==> src/ebl_pkg.sv <==
// Constants, types and helper functions shared by the load decoder design.
package ebl_pkg;
    localparam logic [15:0] PC_RESET = 16'h0000;
    localparam logic [7:0] REG_RESET = 8'h00;
    localparam logic [15:0] PC_STEP = 16'h0001;
    localparam logic [15:0] REL_BIAS = 16'h0002;
    localparam logic [15:0] LONG_LEN = 16'h0003;
    localparam logic [7:0] PFX_FIRST = 8'hDD;
    localparam logic [7:0] PFX_SECOND = 8'hFD;
    localparam logic [7:0] OP_HALT = 8'h76;
    localparam logic [7:0] OP_LOAD_A_BCI = 8'h0A;
    localparam logic [7:0] OP_LOAD_A_DEI = 8'h1A;
    localparam logic [7:0] OP_ST_BCI = 8'h02;
    localparam logic [7:0] OP_ST_DEI = 8'h12;
    localparam logic [7:0] OP_LOAD_A_EXT = 8'h3A;
    localparam logic [7:0] OP_ST_EXT = 8'h32;
    localparam logic [7:0] OP_ST_HLI_IMM = 8'h36;
    localparam logic [2:0] R_B = 3'h0;
    localparam logic [2:0] R_C = 3'h1;
    localparam logic [2:0] R_D = 3'h2;
    localparam logic [2:0] R_E = 3'h3;
    localparam logic [2:0] R_H = 3'h4;
    localparam logic [2:0] R_L = 3'h5;
    localparam logic [2:0] R_MEM = 3'h6;
    localparam logic [2:0] R_A = 3'h7;
    localparam int FLAG_S = 7;
    localparam int FLAG_Z = 6;
    localparam int FLAG_P = 2;
    localparam int FLAG_C = 0;

    typedef enum logic [2:0] {
        K_NONE, K_REG, K_IMM, K_HLI, K_BCI, K_DEI, K_IDX, K_EXT
    } ebl_kind_t;

    typedef enum logic [2:0] {
        PR_GEN2, PR_GEN3, PR_PTR, PR_ACCF, PR_STK, PR_IDX1, PR_IDX2
    } ebl_pair_t;

    typedef enum logic [8:0] {
        ST_FETCH = 9'h001,
        ST_DECODE = 9'h002,
        ST_DISP = 9'h004,
        ST_IMM = 9'h008,
        ST_ADLO = 9'h010,
        ST_ADHI = 9'h020,
        ST_MEMRD = 9'h040,
        ST_MEMWR = 9'h080,
        ST_EXEC = 9'h100
    } ebl_state_t;

    function automatic logic [15:0] sext8(input logic [7:0] v);
        return {{8{v[7]}}, v};
    endfunction

    function automatic logic general_src(input ebl_kind_t k);
        return (k == K_REG) || (k == K_IMM) || (k == K_HLI) || (k == K_IDX);
    endfunction

    function automatic logic modify_ok(input ebl_kind_t k);
        return (k == K_REG) || (k == K_HLI) || (k == K_IDX);
    endfunction
endpackage

==> src/ebl_dec_if.sv <==
// Decode bundle between the load decoder and the sequencing core.
`timescale 1ns/1ns
interface ebl_dec_if;
    import ebl_pkg::*;
    logic [7:0] opcode;
    logic pfx_active;
    logic valid;
    ebl_kind_t dst_kind;
    ebl_kind_t src_kind;
    logic [2:0] dst_reg;
    logic [2:0] src_reg;
    logic need_disp;
    logic need_imm;
    logic need_addr;
    modport decoder(input opcode, pfx_active, output valid, dst_kind, src_kind,
        dst_reg, src_reg, need_disp, need_imm, need_addr);
    modport core(output opcode, pfx_active, input valid, dst_kind, src_kind,
        dst_reg, src_reg, need_disp, need_imm, need_addr);
endinterface

==> src/ebl_decoder.sv <==
// Combinational decoder for the 8-bit load opcode group.
`timescale 1ns/1ns
module ebl_decoder
    import ebl_pkg::*;
(
    ebl_dec_if.decoder dif
);
    ebl_kind_t mem_kind;
    logic [7:0] op;

    assign op = dif.opcode;
    assign mem_kind = dif.pfx_active ? K_IDX : K_HLI;

    always_comb begin
        dif.dst_kind = K_NONE;
        dif.src_kind = K_NONE;
        dif.dst_reg = op[5:3];
        dif.src_reg = op[2:0];
        dif.need_imm = 1'b0;
        dif.need_addr = 1'b0;
        if (op[7:6] == 2'b01 && op != OP_HALT) begin
            dif.dst_kind = (op[5:3] == R_MEM) ? mem_kind : K_REG;
            dif.src_kind = (op[2:0] == R_MEM) ? mem_kind : K_REG;
        end else if (op[7:6] == 2'b00 && op[2:0] == R_MEM) begin
            dif.dst_kind = (op[5:3] == R_MEM) ? mem_kind : K_REG;
            dif.src_kind = K_IMM;
            dif.need_imm = 1'b1;
        end else if (op == OP_LOAD_A_BCI) begin
            dif.dst_kind = K_REG;
            dif.dst_reg = R_A;
            dif.src_kind = K_BCI;
        end else if (op == OP_LOAD_A_DEI) begin
            dif.dst_kind = K_REG;
            dif.dst_reg = R_A;
            dif.src_kind = K_DEI;
        end else if (op == OP_ST_BCI || op == OP_ST_DEI) begin
            dif.dst_kind = (op == OP_ST_BCI) ? K_BCI : K_DEI;
            dif.src_kind = K_REG;
            dif.src_reg = R_A;
        end else if (op == OP_LOAD_A_EXT || op == OP_ST_EXT) begin
            dif.dst_kind = (op == OP_ST_EXT) ? K_EXT : K_REG;
            dif.dst_reg = R_A;
            dif.src_kind = (op == OP_ST_EXT) ? K_REG : K_EXT;
            dif.src_reg = R_A;
            dif.need_addr = 1'b1;
        end
    end

    assign dif.need_disp = (dif.dst_kind == K_IDX) || (dif.src_kind == K_IDX);
    // Pair-indirect and extended forms sit outside the general classes by design.
    assign dif.valid = (dif.src_kind != K_NONE) &&
        (general_src(dif.src_kind) || dif.src_kind inside {K_BCI, K_DEI, K_EXT}) &&
        (modify_ok(dif.dst_kind) || dif.dst_kind inside {K_BCI, K_DEI, K_EXT});
endmodule

==> src/ebl_opclass.sv <==
// Operand class evaluation: conditions, register pairs, bit numbers, relative targets.
`timescale 1ns/1ns
module ebl_opclass
    import ebl_pkg::*;
(
    input wire logic [7:0] opcode,
    input wire logic [7:0] operand,
    input wire logic [7:0] flags,
    input wire logic [15:0] instr_pc,
    output logic cond_met,
    output ebl_pair_t push_pop_pair,
    output ebl_pair_t arith_pair,
    output ebl_pair_t first_idx_pair,
    output ebl_pair_t second_idx_pair,
    output logic [2:0] bit_num,
    output logic [15:0] rel_target
);
    always_comb begin
        case (opcode[5:3])
            3'h0: cond_met = !flags[FLAG_Z];
            3'h1: cond_met = flags[FLAG_Z];
            3'h2: cond_met = !flags[FLAG_C];
            3'h3: cond_met = flags[FLAG_C];
            3'h4: cond_met = !flags[FLAG_P];
            3'h5: cond_met = flags[FLAG_P];
            3'h6: cond_met = !flags[FLAG_S];
            default: cond_met = flags[FLAG_S];
        endcase
    end

    always_comb begin
        case (opcode[5:4])
            2'h0: begin
                push_pop_pair = PR_GEN2;
                arith_pair = PR_GEN2;
                first_idx_pair = PR_GEN2;
                second_idx_pair = PR_GEN2;
            end
            2'h1: begin
                push_pop_pair = PR_GEN3;
                arith_pair = PR_GEN3;
                first_idx_pair = PR_GEN3;
                second_idx_pair = PR_GEN3;
            end
            2'h2: begin
                push_pop_pair = PR_PTR;
                arith_pair = PR_PTR;
                first_idx_pair = PR_IDX1;
                second_idx_pair = PR_IDX2;
            end
            default: begin
                push_pop_pair = PR_ACCF;
                arith_pair = PR_STK;
                first_idx_pair = PR_STK;
                second_idx_pair = PR_STK;
            end
        endcase
    end

    assign bit_num = opcode[5:3];
    assign rel_target = instr_pc + REL_BIAS + sext8(operand);
endmodule

==> src/ebl_core.sv <==
// Functional notes
// - Register code picks one of A, B, C, D, E, H or L.
// - Pointer-indirect access uses the memory pointer pair as address.
// - Indexed address is index register plus sign-extended displacement.
// - Immediate bytes and 16-bit addresses are treated as unsigned.
// - Bit number field ranges 0 to 7, bit 7 most significant.
// - Relative target spans -126 to +129 from the jump opcode.
// - Eight flag conditions decoded for conditional jumps, calls and returns.
// - Push/pop pairs end with accumulator-flags; arithmetic pairs end with stack pointer.
// - First index-pair class uses the first index register; second uses the second.
// - General source accepts register, immediate, pointer or indexed; modify excludes immediate.
// - Opcode fetched in the opcode fetch cycle, decoded, transfer done.
// - Opcode 72 stores register D at the memory pointer address.
// - Accumulator loads from A, B..L decode from 7F and 78 to 7D.
// - Accumulator loads from memory decode as 7E, 0A and 1A.
// - Register loads into B, C, D use rows at 40, 48, 50.
// - Stores of B..L to pointer address decode 70 to 75, A 77.
// - Displacement byte follows the opcode, before any immediate byte.
// - Two-byte address arrives low byte first, then high byte.
// - Indexed loads occupy three bytes, the third being the displacement.
`timescale 1ns/1ns
module ebl_core
    import ebl_pkg::*;
(
    input wire logic clk,
    input wire logic reset,
    input wire logic [7:0] mem_rdata,
    input wire logic mem_ready,
    input wire logic [7:0] flags_in,
    input wire logic [15:0] index_first,
    input wire logic [15:0] index_second,
    output logic mem_rd_r,
    output logic mem_wr_r,
    output logic [15:0] mem_addr_r,
    output logic [7:0] mem_wdata_r,
    output logic opcode_fetch_cycle_r,
    output logic [15:0] pc_r,
    output logic [63:0] gpr_view,
    output logic instr_done_r,
    output logic illegal_op_r,
    output logic cond_met_r,
    output ebl_pair_t push_pop_pair_r,
    output ebl_pair_t arith_pair_r,
    output ebl_pair_t first_idx_pair_r,
    output ebl_pair_t second_idx_pair_r,
    output logic [2:0] bit_num_r,
    output logic [15:0] rel_target_r
);
    ebl_state_t state_r;
    ebl_state_t state_nxt;
    logic [7:0] regs_r [0:7];
    logic [7:0] op_r;
    logic [7:0] data_r;
    logic [7:0] disp_r;
    logic disp_done_r;
    logic pfx_active_r;
    logic pfx_second_r;
    logic [15:0] ea_r;
    logic [15:0] ea_nxt;
    logic [15:0] pc_nxt;
    logic [15:0] instr_pc_r;
    logic xfer;
    logic src_mem;
    logic dst_mem;
    logic [15:0] idx_base;
    logic [7:0] wdata_nxt;
    logic cond_met;
    ebl_pair_t push_sel;
    ebl_pair_t arith_sel;
    ebl_pair_t idx1_sel;
    ebl_pair_t idx2_sel;
    logic [2:0] bit_num;
    logic [15:0] rel_target;

    ebl_dec_if dif();

    assign dif.opcode = op_r;
    assign dif.pfx_active = pfx_active_r;

    ebl_decoder u_decoder (
        .dif(dif)
    );

    ebl_opclass u_opclass (
        .opcode(op_r),
        .operand(data_r),
        .flags(regs_r[R_MEM]),
        .instr_pc(instr_pc_r),
        .cond_met(cond_met),
        .push_pop_pair(push_sel),
        .arith_pair(arith_sel),
        .first_idx_pair(idx1_sel),
        .second_idx_pair(idx2_sel),
        .bit_num(bit_num),
        .rel_target(rel_target)
    );

    function automatic logic is_pfx(input logic [7:0] b);
        return (b == PFX_FIRST) || (b == PFX_SECOND);
    endfunction

    function automatic logic pc_state(input ebl_state_t s);
        return s inside {ST_FETCH, ST_DISP, ST_IMM, ST_ADLO, ST_ADHI};
    endfunction

    // Picks the next phase; operand bytes always come in displacement, data, address order.
    function automatic ebl_state_t next_step(input logic disp_todo, input logic imm_todo,
        input logic addr_todo, input logic rd_todo, input logic wr_todo);
        if (disp_todo) begin
            return ST_DISP;
        end else if (imm_todo) begin
            return ST_IMM;
        end else if (addr_todo) begin
            return ST_ADLO;
        end else if (rd_todo) begin
            return ST_MEMRD;
        end else if (wr_todo) begin
            return ST_MEMWR;
        end
        return ST_EXEC;
    endfunction

    assign xfer = mem_ready && (mem_rd_r || mem_wr_r);
    assign src_mem = dif.src_kind inside {K_HLI, K_BCI, K_DEI, K_IDX, K_EXT};
    assign dst_mem = dif.dst_kind inside {K_HLI, K_BCI, K_DEI, K_IDX, K_EXT};
    assign idx_base = pfx_second_r ? index_second : index_first;

    always_comb begin
        state_nxt = state_r;
        case (state_r)
            ST_FETCH: begin
                if (xfer) begin
                    state_nxt = is_pfx(mem_rdata) ? ST_FETCH : ST_DECODE;
                end
            end
            ST_DECODE: begin
                if (!dif.valid) begin
                    state_nxt = ST_FETCH;
                end else begin
                    state_nxt = next_step(dif.need_disp, dif.need_imm, dif.need_addr,
                        src_mem, dst_mem);
                end
            end
            ST_DISP: begin
                if (xfer) begin
                    state_nxt = next_step(1'b0, dif.need_imm, 1'b0, src_mem, dst_mem);
                end
            end
            ST_IMM: begin
                if (xfer) begin
                    state_nxt = next_step(1'b0, 1'b0, 1'b0, 1'b0, dst_mem);
                end
            end
            ST_ADLO: begin
                if (xfer) begin
                    state_nxt = ST_ADHI;
                end
            end
            ST_ADHI: begin
                if (xfer) begin
                    state_nxt = next_step(1'b0, 1'b0, 1'b0, src_mem, dst_mem);
                end
            end
            ST_MEMRD: begin
                if (xfer) begin
                    state_nxt = ST_EXEC;
                end
            end
            ST_MEMWR: begin
                if (xfer) begin
                    state_nxt = ST_FETCH;
                end
            end
            ST_EXEC: begin
                state_nxt = ST_FETCH;
            end
            default: begin
                state_nxt = ST_FETCH;
            end
        endcase
    end

    always_comb begin
        pc_nxt = pc_r;
        if (xfer && pc_state(state_r)) begin
            pc_nxt = pc_r + PC_STEP;
        end
    end

    always_comb begin
        ea_nxt = ea_r;
        if (state_r == ST_DECODE) begin
            if (dif.src_kind == K_HLI || dif.dst_kind == K_HLI) begin
                ea_nxt = {regs_r[R_H], regs_r[R_L]};
            end else if (dif.src_kind == K_BCI || dif.dst_kind == K_BCI) begin
                ea_nxt = {regs_r[R_B], regs_r[R_C]};
            end else if (dif.src_kind == K_DEI || dif.dst_kind == K_DEI) begin
                ea_nxt = {regs_r[R_D], regs_r[R_E]};
            end
        end else if (state_r == ST_DISP && xfer) begin
            ea_nxt = idx_base + sext8(mem_rdata);
        end else if (state_r == ST_ADLO && xfer) begin
            ea_nxt = {ea_r[15:8], mem_rdata};
        end else if (state_r == ST_ADHI && xfer) begin
            ea_nxt = {mem_rdata, ea_r[7:0]};
        end
    end

    always_comb begin
        if (state_r == ST_IMM) begin
            wdata_nxt = mem_rdata;
        end else begin
            wdata_nxt = regs_r[dif.src_reg];
        end
    end

    always_ff @(posedge clk) begin
        if (reset) begin
            state_r <= ST_FETCH;
            pc_r <= PC_RESET;
            ea_r <= PC_RESET;
        end else begin
            state_r <= state_nxt;
            pc_r <= pc_nxt;
            ea_r <= ea_nxt;
        end
    end

    // Bus requests are registered from the next state so they lead each phase.
    always_ff @(posedge clk) begin
        if (reset) begin
            mem_rd_r <= 1'b1;
            mem_wr_r <= 1'b0;
            mem_addr_r <= PC_RESET;
            mem_wdata_r <= REG_RESET;
            opcode_fetch_cycle_r <= 1'b1;
        end else begin
            mem_rd_r <= pc_state(state_nxt) || (state_nxt == ST_MEMRD);
            mem_wr_r <= (state_nxt == ST_MEMWR);
            mem_addr_r <= (state_nxt inside {ST_MEMRD, ST_MEMWR}) ? ea_nxt : pc_nxt;
            opcode_fetch_cycle_r <= (state_nxt == ST_FETCH);
            if (state_nxt == ST_MEMWR && state_r != ST_MEMWR) begin
                mem_wdata_r <= wdata_nxt;
            end
        end
    end

    always_ff @(posedge clk) begin
        if (reset) begin
            op_r <= REG_RESET;
            pfx_active_r <= 1'b0;
            pfx_second_r <= 1'b0;
            instr_pc_r <= PC_RESET;
        end else begin
            if (state_r == ST_FETCH && xfer) begin
                if (is_pfx(mem_rdata)) begin
                    pfx_active_r <= 1'b1;
                    pfx_second_r <= (mem_rdata == PFX_SECOND);
                end else begin
                    op_r <= mem_rdata;
                end
            end else if (state_nxt == ST_FETCH && state_r != ST_FETCH) begin
                pfx_active_r <= 1'b0;
                pfx_second_r <= 1'b0;
                instr_pc_r <= pc_nxt;
            end
        end
    end

    always_ff @(posedge clk) begin
        if (reset) begin
            data_r <= REG_RESET;
            disp_r <= REG_RESET;
            disp_done_r <= 1'b0;
        end else begin
            if (state_r == ST_DISP && xfer) begin
                disp_r <= mem_rdata;
                disp_done_r <= 1'b1;
            end else if (state_r == ST_FETCH) begin
                disp_done_r <= 1'b0;
            end
            if ((state_r == ST_IMM || state_r == ST_MEMRD) && xfer) begin
                data_r <= mem_rdata;
            end
        end
    end

    // Slot R_MEM of the register file holds the flag byte from the arithmetic side.
    always_ff @(posedge clk) begin
        if (reset) begin
            for (int i = 0; i < 8; i++) begin
                regs_r[i] <= REG_RESET;
            end
        end else begin
            regs_r[R_MEM] <= flags_in;
            if (state_r == ST_EXEC && dif.dst_reg != R_MEM) begin
                if (dif.src_kind == K_REG) begin
                    regs_r[dif.dst_reg] <= regs_r[dif.src_reg];
                end else begin
                    regs_r[dif.dst_reg] <= data_r;
                end
            end
        end
    end

    always_ff @(posedge clk) begin
        if (reset) begin
            instr_done_r <= 1'b0;
            illegal_op_r <= 1'b0;
        end else begin
            instr_done_r <= (state_r == ST_EXEC) || (state_r == ST_MEMWR && xfer);
            illegal_op_r <= (state_r == ST_DECODE) && !dif.valid;
        end
    end

    always_ff @(posedge clk) begin
        if (reset) begin
            cond_met_r <= 1'b0;
            push_pop_pair_r <= PR_GEN2;
            arith_pair_r <= PR_GEN2;
            first_idx_pair_r <= PR_GEN2;
            second_idx_pair_r <= PR_GEN2;
            bit_num_r <= 3'h0;
            rel_target_r <= PC_RESET;
        end else begin
            cond_met_r <= cond_met;
            push_pop_pair_r <= push_sel;
            arith_pair_r <= arith_sel;
            first_idx_pair_r <= idx1_sel;
            second_idx_pair_r <= idx2_sel;
            bit_num_r <= bit_num;
            rel_target_r <= rel_target;
        end
    end

    assign gpr_view = {regs_r[7], regs_r[6], regs_r[5], regs_r[4],
        regs_r[3], regs_r[2], regs_r[1], regs_r[0]};
endmodule

==> config.mk <==
export PLATFORM = sky130hd
export DESIGN_NAME = ebl_core
export DESIGN_NICKNAME = d
export VERILOG_FILES = /design/src/ebl_pkg.sv /design/src/ebl_dec_if.sv /design/src/ebl_decoder.sv /design/src/ebl_opclass.sv /design/src/ebl_core.sv
export SDC_FILE = /design/constraint.sdc
export NUM_CORES = 1
export LEC_CHECK = 0
export BUFFER_PORTS_ARGS = -buffer_cell sky130_fd_sc_hd__buf_2
export CORE_AREA = 2 2 193 195
export DETAILED_ROUTE_END_ITERATION = 16
export DIE_AREA = 0 0 195 197
export MAX_ROUTING_LAYER = met4
export PLACE_DENSITY = 0.53
export SETUP_SLACK_MARGIN = 0.5
export SKIP_CTS_REPAIR_TIMING = 1
export SYNTH_ARGS = -nofsm -noshare
export SYNTH_HDL_FRONTEND = slang
export SYNTH_SLANG_ARGS = --single-unit
==> constraint.sdc <==
create_clock -name clk -period 6.7 [get_ports clk]
set_clock_uncertainty 0.15 [all_clocks]
set_input_delay 0.67 -clock clk [delete_from_list [all_inputs] [get_ports clk]]
set_output_delay 0.67 -clock clk [all_outputs]
set_load 0.02 [all_outputs]
==> results.yml, run 1 <==
synthesis:
  syn-instance-count: 1131
  yosysTopAreaCell: "dfxtp_1"
  synth_top_area_share_pct: 25.6
  yosysWarnings: 0
  synthFlopType: "dfxtp_1"
  ys_seq_area_share_pct: 41.1
  synthTopCellsByCount: "nor2_1 (174), dfxtp_1 (138), a21oi_1 (60)"
  netlist_area_mm2: 0.0108
  yosys.cell_types.count: 81
  synthTopCellsByArea: "dfxtp_1 (26%), edfxtp_1 (16%), nor2_1 (6.0%)"
  synth_most_common_cell: "nor2_1"
  syn_avg_cell_area_um2: 9.55
  synth_edf_count: 56
  async_reset_ff_share_pct: 0
  ys_seq_elements: 194
clock_tree:
  cts_max_path_buffers: 2
  htreeDepth: 4
  clk_latency_ns: 0.47
  numCtsBuffers: 17
  cts_root_buffer: "clkbuf_16"
  clock-sinks: 194
  cts_tree: "done"
  path_clk_slew_ns: 0.08
placement:
  portBuffers: 189
  dp_slack_ns: 2.09
  dp_cells: 1731
  gp_congestion: 0.885
  place_hpwl_um: 30500
setup_path:
  path_class: "reg2reg"
  worstPathCellList: "inv_1 > ha_1 > nor3_1 > nor4_1 > or4b_1 > a41oi_1 > a2bb2oi_1 > nand2_1 > nand3_1 > a21oi_1"
  worst_path_largest_cell_delay_ns: 0.70
  crit_path_top_delay_cell: "or4b_1"
  cp_data_arrival_time_ns: 4.86
  cp.required_ns: 6.87
  critPathCaptureType: "flop"
  start_kind: "flop"
  critPathMaxFanout: 19
layout:
  finish.utilization_pct: 35.0
  area_delta_synth_final_pct: 17.6
  finalNonFillerCells: 1763
  drive_above_1_share_pct: 23.5
  layout.nets: 1386
  diodes: 0
  fillers: 3766
global_route:
  grt_pass1_wl_um: 58600
  grtUsageTotal_pct: 21.2
  antenna_found_initial: 0
  grt_max_degree: 53
  first_global_vias: 8826
  gr-total-overflow: 0
timing:
  fin_ws_ns: 2.00
  hold_viol: 0
  hold_ws_ns: 0.275
  period_needed_ns: 4.70
  setup_viol: 0
  fin_crit_sh_pct: 70.1
  slew_headroom_pct: 22.4
  slew_violations: 0
  fmax_ghz: 0.213
  rsz0062_at_grt: "false"
  finalSetupTns_ns: 0
  worstMarginPinSlew_ns: 1.16
power_and_ir_drop:
  ir_worst_vdd_mv: 0.185
  power_density_mw_per_mm2: 227
  p_clk_share_pct: 36.0
  switching_share_pct: 31.7
  seqPwrFrac_pct: 44.8
  comb_power_share_pct: 19.1
  internal-power_mw: 1.97
  power_switching_mw: 0.914
  leakagePower_nw: 5.29
routing:
  drt_pre_antenna_iters: 5
  dr_total_vias: 9413
  drtIter0Drc: 816
  ant_nets: 0
  drcViolationCount: 0
  viasPerCell: 5.34
  wl_um: 39900
  wire_per_inst_um: 22.6
job:
  cap_violations: 0
worst_hold_path:
  hold_class: "in2reg"
floorplanning:
  start_util_pct: 29.8
  fp.dieH_um: 197
  coreArea_mm2: 0.0363
  core.rowCount: 70
  num_io_pins: 192
  die_area_mm2: 0.0384
  die_x_um: 195
status:
  status: "finished, final reports clean"
## per-stage QoR
| stage | power, mW | area, µm² |
|---|---|---|
| 2_1_floorplan | 1.68 | 10800 |
| 3_3_place_gp | 1.87 | 12100 |
| 3_5_place_dp | 1.87 | 12100 |
| 4_1_cts | 2.90 | 12700 |
| 5_1_grt | 3.00 | 12700 |
| 6_report | 2.88 | 12700 |
## final cells by class
| type | instances | area [µm²] | share of cell area, % |
|---|---|---|---|
| sequential | 194 | 4440 | 35.0 |
| tap | 468 | 586 | 4.61 |
| clock inverter | 13 | 150 | 1.18 |
| clock buffer | 19 | 433 | 3.41 |
| timing repair buffer | 199 | 1020 | 8.06 |
| multi-input combinational | 844 | 5970 | 47.0 |
| inverter | 26 | 97.6 | 0.768 |
## layer usage
metal	part of all wire [%]	global-route usage [%]
met1	47	29.6
met2	45	31.5
met3	5.3	2.81
met4	3.3	7.83
met5	0	-
## kinds of logic after synthesis
| family | after synthesis | share of synthesized area (%) |
|---|---|---|
| XOR/XNOR | 35 | 2.84 |
| multiplexers | 114 | 13.3 |
| adder cells (fa/ha/maj) | 53 | 6.28 |
| other | 1 | 0.0347 |
| AND/OR/NAND/NOR | 416 | 18.9 |
| flip-flops | 194 | 41.1 |
| AO/OA/AOI/OAI | 224 | 13.8 |
| buffers and inverters | 94 | 3.68 |
## worst max-delay path: cells and delay by family, from the launching register on
family | cells | cell delay (ns)
adder cells (fa/ha/maj) | 1 | 0.33
flip-flops | 1 | 0.59
AND/OR/NAND/NOR | 5 | 2.43
buffers and inverters | 1 | 0.20
AO/OA/AOI/OAI | 3 | 0.85
## path summary, 6_finish.rpt
check	start	end	slack, ns	depth (start not counted)
max reg2reg	dif.opcode[4]	mem_addr_r[12]	2.00	10
min	flags_in[2]	regs_r[6][2]	0.28	2
max	dif.opcode[4]	mem_addr_r[12]	2.00	10
min reg2reg	instr_pc_r[6]	instr_pc_r[6]	0.33	2
## power groups by stage
stage / clock network, mW / registers [mW] / logic [mW]
2_1_floorplan: 0 / 1.33 / 0.352
3_5_place_dp: 0 / 1.32 / 0.547
6_report: 1.04 / 1.29 / 0.552
4_1_cts: 1.06 / 1.29 / 0.550
5_1_grt: 1.10 / 1.30 / 0.594
3_3_place_gp: 0 / 1.32 / 0.549
## flip-flops by register name (all words and copies together), names as in the netlist
name,flops
regs_r,64
ea_r,16
instr_pc_r,16
mem_addr_r,16
pc_r,16
rel_target_r,16
state_r,9
data_r,8
dif.opcode,8
mem_wdata_r,8
arith_pair_r,3
bit_num_r,3
first_idx_pair_r,2
cond_met_r,1
dif.pfx_active,1
illegal_op_r,1
instr_done_r,1
mem_rd_r,1
mem_wr_r,1
opcode_fetch_cycle_r,1
pfx_second_r,1
push_pop_pair_r,1
## placed cells by master (no fill, tap or decap), types with 13 or more instances in the layout
cell       synthesis  routed
a211oi_1          23      23
a21oi_1           60      60
buf_2              3     188
clkbuf_16          0      17
dfxtp_1          138     138
edfxtp_1          56      56
ha_1              51      51
inv_1             26      26
mux2_2            35      35
mux2i_1           51      51
mux4_2            16      16
nand2_1           57      57
nand3_1           17      17
nand3b_1          14      14
nor2_1           174     174
nor2b_1           33      33
nor3_1            32      32
o21ai_0           46      46
xnor2_1           22      22
xor2_1            13      13
Power figures use the tool's default switching activity.
==> run 2, diff against run 1 <==
- clock period: 6.7 -> 4.46 ns (I/O delays scaled with it)
==> results.yml, run 2 (synthesis results as in run 1) <==
power_and_ir_drop:
  power_density_mw_per_mm2: 337
  ir_worst_vdd_mv: 0.288
  leakagePower_nw: 5.41
routing:
  drt_pre_antenna_iters: 5
  drtIter0Drc: 962
  wire_per_inst_um: 22.1
  wl_met2_um: 17700
  met1_length_um: 18300
  dr_wl_met3_um: 2180
  highest_layer: "met4"
  drcViolationCount: 0
  ant_nets: 0
  dr_total_vias: 9517
  wl_um: 39400
  viasPerCell: 5.33
setup_path:
  path_class: "reg2reg"
  critPathMaxFanout: 11
  start_kind: "flop"
  critPathCaptureType: "flop"
  r2r_slack_ns: 0.58
  cp_data_arrival_time_ns: 4.03
  cp.required_ns: 4.61
layout:
  largest-register: "regs_r"
  fillers: 3780
  layout.nets: 1408
  fin_area_mm2: 0.0129
  area_delta_synth_final_pct: 19.7
  final_common_cell: "buf_2"
  final_cell_mix: "buf_2 (188), nor2_1 (174), dfxtp_1 (136)"
  largest_reg_flops: 64
  drive_above_1_share_pct: 25.4
timing:
  hold_ws_ns: 0.0501
  slew_headroom_pct: 15.7
  rsz0062_at_grt: "false"
  slew_violations: 0
  worstMarginPinSlew_ns: 1.26
  finalSetupTns_ns: 0
  hold_viol: 0
  fin_crit_sh_pct: 87.0
  setup_viol: 0
  fmax_ghz: 0.258
  period_needed_ns: 3.88
floorplanning:
  die_area_mm2: 0.0384
  die_x_um: 195
  start_util_pct: 29.8
  core.rowCount: 70
  num_io_pins: 192
  fp.dieH_um: 197
  coreArea_mm2: 0.0363
global_route:
  grt_pass1_wl_um: 58200
  first_global_vias: 8930
  grtUsageTotal_pct: 20.9
  gr-total-overflow: 0
  antenna_found_initial: 0
  grt_max_degree: 143
clock_tree:
  clock-sinks: 194
  cts_tree: "done"
  clk_latency_ns: 0.45
  cts_max_path_buffers: 2
  numCtsBuffers: 17
  cts_root_buffer: "clkbuf_16"
  path_clk_slew_ns: 0.09
  htreeDepth: 4
placement:
  detailed_place.area_mm2: 0.0123
  place_hpwl_um: 30400
  gp_congestion: 0.905
  portBuffers: 189
job:
  cap_violations: 0
status:
  status: "finished, final reports clean"
worst_hold_path:
  hold_class: "in2reg"
run 2: routing by layer:
| layer | global-route usage [%] | vias to the layer above |
|---|---|---|
| met5 | - | - |
| met4 | 7.15 | 0 |
| met3 | 2.67 | 54 |
| met2 | 31.2 | 377 |
| met1 | 29.1 | 4627 |
| li1 | - | 4459 |
run 2: cell type report:
cell class	instances	area (µm²)	area share [%]
Clock inverter	14	159	1.23
Tap cell	468	586	4.53
Inverter	26	97.6	0.754
Sequential cell	194	4450	34.4
Multi-Input combinational cell	844	6020	46.5
Clock buffer	18	429	3.32
Antenna cell	1	2.50	0.0193
Timing Repair Buffer	221	1200	9.28
run 2: final timing paths:
kind | depth (start not counted) | from | end
worst min-delay path | 2 | flags_in[3] | regs_r[6][3]
worst min register to register | 1 | mem_wdata_r[6] | mem_wdata_r[6]
worst max register to register | 10 | dif.opcode[4] | mem_addr_r[0]
worst max-delay path | 10 | dif.opcode[4] | mem_addr_r[0]
run 2: power by group:
| part | switching [mW] | total [mW] | internal (mW) |
|---|---|---|---|
| Combinational | 0.532 | 0.849 | 0.317 |
| Sequential | 0.0765 | 1.94 | 1.87 |
| Clock | 0.807 | 1.56 | 0.757 |
run 2: critical path, cell delays in order, from the launching register on:
cell and delay [ns]:
dfxtp_2 0.47, inv_1 0.17, ha_1 0.32, or4_1 0.52, nor4_1 0.32, a2bb2oi_1 0.38
o31ai_4 0.22, mux2i_1 0.19, o21ai_0 0.09, a221oi_1 0.73, a21boi_1 0.16
run 2: through the flow:
step | util (%) | total power [mW] | setup slack, ns | cells
floorplan | - | 2.52 | 0.746 | 1132
global placement | 33.9 | 2.82 | 0.479 | 1753
detailed placement | 33.9 | 2.82 | 0.495 | 1753
CTS | 35.6 | 4.38 | 0.449 | 1785
global route | 35.7 | 4.52 | 0.497 | 1785
finish | 35.7 | 4.36 | 0.579 | 1786
